## config.mk

```make
export PLATFORM = sky130hd
export DESIGN_NAME = pie_expander
export DESIGN_NICKNAME = d
export VERILOG_FILES = /design/src/rtl/pie_pkg.sv /design/src/rtl/pie_expander.sv /design/src/rtl/pie_pick.sv /design/src/rtl/pie_sync.sv
export SDC_FILE = /design/constraint.sdc
export NUM_CORES = 1
export LEC_CHECK = 0
export ABC_AREA = 0
export BUFFER_PORTS_ARGS = -buffer_cell sky130_fd_sc_hd__buf_2
export CORE_MARGIN = 3
export CORE_UTILIZATION = 47
export CTS_BUF_LIST = sky130_fd_sc_hd__clkbuf_16
export CTS_CLUSTER_SIZE = 12
export DETAILED_ROUTE_END_ITERATION = 8
export PLACE_DENSITY = 0.87
export SLEW_MARGIN = 20
export SYNTH_ARGS = -nofsm -noshare
export SYNTH_HDL_FRONTEND = slang
export SYNTH_SLANG_ARGS = --single-unit
export TNS_END_PERCENT = 10
```

## constraint.sdc

```tcl
create_clock -name mclk_in -period 2.4 [get_ports mclk_in]
set_input_delay 0.36 -clock mclk_in [delete_from_list [all_inputs] [get_ports mclk_in]]
set_output_delay 0.36 -clock mclk_in [all_outputs]
set_load 0.005 [all_outputs]
```

## src/rtl/pie_pkg.sv

```systemverilog
// constants for the peripheral interrupt expander
package pie_pkg;
  localparam int PIE_NSRC = 24;
  localparam int PIE_IDX_W = 5;
  localparam logic [15:0] PIE_VEC_RESET = 16'h0000;
  localparam logic [15:0] PIE_VEC_NMI = 16'h0024;
  localparam logic [15:0] PIE_VEC_LINE_ONE = 16'h0002;
  localparam logic [15:0] PIE_VEC_LINE_TWO = 16'h0004;
  localparam logic [15:0] PIE_CODE_NONE = 16'h0000;
  // source index order equals overall priority order (priority 4 first)
  localparam int PIE_LINE_ONE_LO = 0;
  localparam int PIE_LINE_ONE_HI = 9;
  localparam int PIE_LINE_TWO_LO = 10;
  localparam int PIE_LINE_TWO_HI = 23;
  localparam logic [15:0] PIE_SRC_CODE [PIE_NSRC] = '{
    16'h0020, 16'h0019, 16'h0004, 16'h0001, 16'h0011, 16'h0005, 16'h0006, 16'h0007,
    16'h0040, 16'h0041, 16'h0021, 16'h0022, 16'h0023, 16'h0027, 16'h0028, 16'h0029,
    16'h002A, 16'h0024, 16'h0025, 16'h0026, 16'h002F, 16'h0030, 16'h0031, 16'h0032};
  // pending register bank (0 or 2) and bit per source
  localparam logic [1:0] PIE_SRC_BANK [PIE_NSRC] = '{
    2'h0, 2'h2, 2'h0, 2'h0, 2'h0, 2'h0, 2'h0, 2'h0,
    2'h0, 2'h0, 2'h0, 2'h0, 2'h0, 2'h0, 2'h0, 2'h0,
    2'h0, 2'h2, 2'h2, 2'h2, 2'h2, 2'h2, 2'h2, 2'h2};
  localparam logic [3:0] PIE_SRC_BIT [PIE_NSRC] = '{
    4'h0, 4'h0, 4'h1, 4'h2, 4'h3, 4'h4, 4'h5, 4'h6,
    4'h7, 4'h8, 4'h9, 4'hA, 4'hB, 4'hC, 4'hD, 4'hE,
    4'hF, 4'h1, 4'h2, 4'h3, 4'h4, 4'h5, 4'h6, 4'h7};
endpackage

```

## src/rtl/pie_expander.sv

```systemverilog
// peripheral interrupt expander: pending bits, priority, vector codes
`timescale 1ns/1ps
module pie_expander
  import pie_pkg::*;
(
  input wire logic mclk_in,
  input wire logic rst_n_in,
  input wire logic wdog_reset_in,
  input wire logic soft_nmi_in,
  input wire logic [PIE_NSRC-1:0] periph_req_in,
  input wire logic power_protect_a_in,
  input wire logic power_protect_b_in,
  input wire logic ext_irq_pin_one_in,
  input wire logic ext_irq_pin_two_in,
  input wire logic [PIE_NSRC-1:0] source_enable_in,
  input wire logic [1:0] core_mask_reg_in,
  input wire logic ack_one_in,
  input wire logic ack_two_in,
  output logic core_reset_out,
  output logic nmi_take_out,
  output logic [15:0] core_vector_out,
  output logic core_line_one_out,
  output logic core_line_two_out,
  output logic [15:0] peripheral_vector_code_out,
  output logic [15:0] pending_request_regs0_out,
  output logic [15:0] pending_request_regs2_out
);
  typedef enum logic [2:0] {
    PIE_RUN = 3'b001,
    PIE_RST = 3'b010,
    PIE_NMI = 3'b100
  } pie_state_e;

  logic [3:0] pins_s;
  logic [PIE_NSRC-1:0] raw_req;
  logic [PIE_NSRC-1:0] pend_q, pend_d;
  logic [PIE_NSRC-1:0] live;
  logic hit1, hit2;
  logic [PIE_IDX_W-1:0] idx1, idx2;
  logic [15:0] piv_q, piv_d;
  logic [15:0] vec_q, vec_d;
  logic rst_q, rst_d, nmi_q, nmi_d;
  pie_state_e st_q, st_d;
  logic [15:0] bank0, bank2;

  pie_sync #(.W(4)) u_sync (
    .mclk_in(mclk_in),
    .rst_n_in(rst_n_in),
    .d_in({ext_irq_pin_two_in, ext_irq_pin_one_in, power_protect_b_in, power_protect_a_in}),
    .q_out(pins_s)
  );

  // pins on their table slots, peripherals elsewhere
  always_comb begin
    raw_req = periph_req_in;
    raw_req[0] = pins_s[0];
    raw_req[1] = pins_s[1];
    raw_req[3] = pins_s[2];
    raw_req[4] = pins_s[3];
  end

  // enabled requests that the core mask lets through
  always_comb begin
    live = pend_q & source_enable_in;
    for (int i = PIE_LINE_ONE_LO; i <= PIE_LINE_ONE_HI; i++) begin
      live[i] = live[i] & core_mask_reg_in[0];
    end
    for (int i = PIE_LINE_TWO_LO; i <= PIE_LINE_TWO_HI; i++) begin
      live[i] = live[i] & core_mask_reg_in[1];
    end
  end

  pie_pick #(.LO(PIE_LINE_ONE_LO), .HI(PIE_LINE_ONE_HI)) u_pick1 (
    .req_in(live),
    .hit_out(hit1),
    .idx_out(idx1)
  );
  pie_pick #(.LO(PIE_LINE_TWO_LO), .HI(PIE_LINE_TWO_HI)) u_pick2 (
    .req_in(live),
    .hit_out(hit2),
    .idx_out(idx2)
  );

  // pending bits: a new request wins over a same-cycle acknowledge
  always_comb begin
    pend_d = pend_q;
    piv_d = piv_q;
    if (ack_one_in && hit1) begin
      pend_d[idx1] = 1'b0;
      piv_d = PIE_SRC_CODE[idx1];
    end else if (ack_two_in && hit2) begin
      pend_d[idx2] = 1'b0;
      piv_d = PIE_SRC_CODE[idx2];
    end
    pend_d = pend_d | raw_req;
  end

  // reset beats nmi, nmi is software only
  always_comb begin
    st_d = PIE_RUN;
    vec_d = vec_q;
    rst_d = 1'b0;
    nmi_d = 1'b0;
    case (st_q)
      PIE_RUN, PIE_RST, PIE_NMI: begin
        if (wdog_reset_in) begin
          st_d = PIE_RST;
          rst_d = 1'b1;
          vec_d = PIE_VEC_RESET;
        end else if (soft_nmi_in) begin
          st_d = PIE_NMI;
          nmi_d = 1'b1;
          vec_d = PIE_VEC_NMI;
        end else if (hit1) begin
          vec_d = PIE_VEC_LINE_ONE;
        end else if (hit2) begin
          vec_d = PIE_VEC_LINE_TWO;
        end
      end
      default: begin
        st_d = PIE_RUN;
      end
    endcase
  end

  always_ff @(posedge mclk_in or negedge rst_n_in) begin
    if (!rst_n_in) begin
      pend_q <= '0;
      piv_q <= PIE_CODE_NONE;
      vec_q <= PIE_VEC_RESET;
      rst_q <= 1'b1;
      nmi_q <= 1'b0;
      st_q <= PIE_RST;
    end else begin
      pend_q <= pend_d;
      piv_q <= piv_d;
      vec_q <= vec_d;
      rst_q <= rst_d;
      nmi_q <= nmi_d;
      st_q <= st_d;
    end
  end

  // visible pending banks
  always_comb begin
    bank0 = '0;
    bank2 = '0;
    for (int i = 0; i < PIE_NSRC; i++) begin
      if (PIE_SRC_BANK[i] == 2'h0) begin
        bank0[PIE_SRC_BIT[i]] = pend_q[i];
      end else begin
        bank2[PIE_SRC_BIT[i]] = pend_q[i];
      end
    end
  end

  assign core_reset_out = rst_q;
  assign nmi_take_out = nmi_q;
  assign core_vector_out = vec_q;
  assign core_line_one_out = hit1;
  assign core_line_two_out = hit2;
  assign peripheral_vector_code_out = piv_q;
  assign pending_request_regs0_out = bank0;
  assign pending_request_regs2_out = bank2;
endmodule // pie_expander

```

## src/rtl/pie_pick.sv

```systemverilog
// lowest-index pending request picker for one core line
`timescale 1ns/1ps
module pie_pick
  import pie_pkg::*;
#(
  parameter int LO = 0,
  parameter int HI = 0
) (
  input wire logic [PIE_NSRC-1:0] req_in,
  output logic hit_out,
  output logic [PIE_IDX_W-1:0] idx_out
);
  always_comb begin
    hit_out = 1'b0;
    idx_out = '0;
    for (int i = HI; i >= LO; i--) begin
      if (req_in[i]) begin
        hit_out = 1'b1;
        idx_out = PIE_IDX_W'(i);
      end
    end
  end
endmodule // pie_pick

```

## src/rtl/pie_sync.sv

```systemverilog
// two-flop synchroniser for external pins
`timescale 1ns/1ps
module pie_sync
  import pie_pkg::*;
#(
  parameter int W = 1
) (
  input wire logic mclk_in,
  input wire logic rst_n_in,
  input wire logic [W-1:0] d_in,
  output logic [W-1:0] q_out
);
  logic [W-1:0] s1_q;
  logic [W-1:0] s2_q;
  always_ff @(posedge mclk_in or negedge rst_n_in) begin
    if (!rst_n_in) begin
      s1_q <= '0;
      s2_q <= '0;
    end else begin
      s1_q <= d_in;
      s2_q <= s1_q;
    end
  end
  assign q_out = s2_q;
endmodule // pie_sync

```

==> results_dict.tcl <==
set metrics [dict create \
    run_status "finished clean" \
    viasPerCell 5.350 \
    drive_gt1_share_pct 33.33 \
    final_stage_net_count 466 \
    hold_path.class "primary input to async pin" \
    place.port_buffers 93 \
    boundaryPins 128 \
    sum_neg_setup_slack_ns 0 \
    grt.total_usage_pct 20.35 \
    via_count 2504 \
    p_per_area_nw_per_um2 645.2 \
    worstSetupEndpointType "flip-flop" \
    mappedNetlistArea_um2 2779 \
    clockBufferDepth 2 \
    post-route-drc-count 0 \
    max_frequency_mhz 444.6 \
    max-slew-margin-rel_pct 63.62 \
    worstMarginPinSlew_ns 0.5458 \
    tritoncts "built" \
    clock_sinks 45 \
    criticalPathCategory "flip-flop to flip-flop" \
    postCtsHoldBufs 0 \
    final_cells 468 \
    vdd.ir_drop.worst_mv 0.4513 \
    gr-total-overflow 0 \
    timing_max_transition_violations_final 0 \
    critPathRequiredTime_ns 2.57 \
    async_flop_share_pct 100.0 \
    global_route_wire_length_before_repair_um 11660 \
    synth.yosys.seq_area_share_pct 40.57 \
    synth-seq-cells 45 \
    power.leakage_nw 1.577 \
    cts_post_setup_buffers_inserted 0 \
    fp.coreArea_um2 5608 \
    routed_wl_um 6973 \
    period_share_pct 93.73 \
    die_height_um 82.90 \
    ctsHtreeMaxLevel 2 \
    final.fill_count 472 \
    synthCells 289 \
    final.setup_skew_ns 0.009609 \
    layout_min_cycle_time_ns 2.249 \
    dr_pass1_iterations 5 \
    drc_violation_total_after_the_first_tritonroute_iteration 147 \
    grt_pass1_vias 2577 \
    worstSkewPairLatency_ns 0.29 \
    drt.antenna.violating_nets 0 \
    rsz_0062_raised_after_global_routing "yes" \
    power_w 0.002228 \
    post_placement_cell_count 460 \
    avgRoutedWirePerCell_um 14.90 \
    num_antenna_cells 0 \
    gp_congestion 0.9107 \
    grt_antenna_before_repair 0 \
    grt_start_max_net_pins 26 \
    worst_setup_hold_path_clk_slew_ns 0.07 \
    floorplan.rows 27 \
    start_kind "flip-flop" \
    yosys_warnings 0 \
    post_synth_top_flop "sky130_fd_sc_hd__dfrtp_1" \
    maximum_capacitance_violations 0 \
    avg_cell_area_syn_um2 9.616 \
    die_area_um2 6872 \
    dp_hpwl_um 5537 \
    synth-edff-count 0 \
    die_width_um 82.90 \
    postLayoutCoreUtil_pct 61.58 \
    yosys.cell_types.count 57 \
    post_dp_cell_area_um2 3274 \
    stdcell_area_um2 3453 \
    start_util_pct 49.55 \
    final-setup-viol-count 0 \
    cp.arrival_ns 2.42 \
    critical_path.max_fanout 5 \
    cts_made_buffers 5 \
    cts.root.buffer_cell "sky130_fd_sc_hd__clkbuf_16" \
    finalHoldViolations 0 \
    syn_to_final_growth_pct 24.27 \
]
worst max-delay path: stages, from the launching register on:
cell and delay [ns]:
sky130_fd_sc_hd__dfrtp_1 0.42, sky130_fd_sc_hd__a21bo_2 0.25, sky130_fd_sc_hd__a311oi_1 0.23, sky130_fd_sc_hd__o21ai_1 0.16, sky130_fd_sc_hd__and2_2 0.24, sky130_fd_sc_hd__ha_1 0.30
sky130_fd_sc_hd__inv_1 0.07, sky130_fd_sc_hd__o32a_1 0.13, sky130_fd_sc_hd__nor2_1 0.04, sky130_fd_sc_hd__o21ai_0 0.21, sky130_fd_sc_hd__o31ai_1 0.10
report_power, final:
part / internal, W / leakage [nW] / switching, W
Sequential: 0.000845 / 0.468 / 0.0000508
Clock: 0.000485 / 0.0850 / 0.000277
Combinational: 0.000254 / 1.02 / 0.000316
Total: 0.00158 / 1.58 / 0.000644
layout by cell type, fill, tap and decap left out, types with 7 or more instances in the layout:
master,count
sky130_fd_sc_hd__conb_1,30
sky130_fd_sc_hd__dfrtp_1,44
sky130_fd_sc_hd__a21oi_1,7
sky130_fd_sc_hd__a22o_1,8
sky130_fd_sc_hd__a21o_1,23
sky130_fd_sc_hd__nand2_1,49
sky130_fd_sc_hd__buf_4,10
sky130_fd_sc_hd__nor2_1,15
sky130_fd_sc_hd__inv_1,13
sky130_fd_sc_hd__ha_1,11
sky130_fd_sc_hd__buf_2,93
sky130_fd_sc_hd__o21ai_0,8
cell usage after synthesis (all sizes together) (2+ instances only):
| cell | instances | area, um^2 |
|---|---|---|
| a32oi | 2 | 17.52 |
| nand2 | 49 | 183.9 |
| a21oi | 7 | 35.03 |
| ha | 11 | 137.6 |
| a21bo | 2 | 20.02 |
| a22oi | 6 | 45.04 |
| nor3b | 2 | 26.28 |
| a31oi | 6 | 52.55 |
| nand3 | 5 | 25.02 |
| a21o | 23 | 172.7 |
| a31o | 6 | 52.55 |
| o21ai | 12 | 71.32 |
| buf | 31 | 236.5 |
| and2 | 6 | 37.54 |
| o22a | 3 | 26.28 |
| nor4b | 2 | 38.78 |
| dfrtp | 44 | 1101 |
| clkbuf | 2 | 7.510 |
| nor2 | 16 | 62.56 |
| a211oi | 3 | 22.52 |
| o31ai | 2 | 28.78 |
| a21boi | 2 | 15.01 |
| a22o | 9 | 87.59 |
| inv | 12 | 45.04 |
| nand2b | 3 | 21.27 |
| o22ai | 2 | 12.51 |
| nand3b | 3 | 26.27 |
metrics by stage:
stage / setup slack (ns) / hold WS [ns]
floorplan: 0.3046 / 0.06441
global placement: 0.1058 / 0.3258
detailed placement: 0.003016 / 0.3356
CTS: 0.05933 / 0.03328
global route: 0.0002263 / 0.04924
finish: 0.1506 / 0.01967
metal layers:
| metal | up-vias | part of all wire [%] | track usage (%) |
|---|---|---|---|
| met2 | 106 | 51 | 35.28 |
| met4 | 0 | 1.5 | 6.835 |
| met1 | 1202 | 41 | 24.79 |
| met5 | - | 0 | 0 |
| met3 | 9 | 6.9 | 4.762 |
| li1 | 1187 | - | - |
logic make-up after synthesis:
| kind of cell | after synthesis | synth area share [%] |
|---|---|---|
| AO/OA/AOI/OAI | 94 | 26.57 |
| flip-flops | 45 | 40.57 |
| XOR/XNOR | 1 | 0.3152 |
| other | 1 | 0.1349 |
| multiplexers | 1 | 0.4052 |
| buffers and inverters | 45 | 10.40 |
| adder cells (fa/ha/maj) | 11 | 4.953 |
| AND/OR/NAND/NOR | 91 | 16.66 |
cell type report:
class                   instances  area (um^2)  area share [%]
repair buffers                103        540.5           15.65
inverters                      12        45.04           1.304
clock inverters                 3        38.79           1.123
well taps                      72        90.09           2.609
flip-flops and latches         45         1127           32.64
clock buffers                   5        125.1           3.623
multi-input cells             228         1486           43.04
final timing paths:
kind                               startpoint                       endpoint  slack (ns)  cells past startpoint
setup / recovery                    pend_q[0]  peripheral_vector_code_out[0]        0.15                     10
hold / removal                       rst_n_in                 u_sync.s1_q[2]        0.02                      1
setup reg to reg                    pend_q[0]  peripheral_vector_code_out[0]        0.15                     10
hold reg to reg                u_sync.s1_q[1]                u_sync.q_out[1]        0.35                      0
max in group asynchronous            rst_n_in                     pend_q[14]        1.68                      2
min in group mclk_in       ext_irq_pin_two_in                 u_sync.s1_q[3]        0.17                      1
sequential cells by signal, indices dropped and copies added, names as in the netlist:
register / cells
pend_q: 24
peripheral_vector_code_out: 7
u_sync.q_out: 4
u_sync.s1_q: 4
core_vector_out: 3
st_q: 2
nmi_take_out: 1
timing repair:
item                                   4_1_cts  5_1_grt
setup endpoints to repair                    0        5
gates resized for setup                      0        8
endpoints found under the hold margin        0        0
Note: power is estimated with default switching activity, not from simulation.
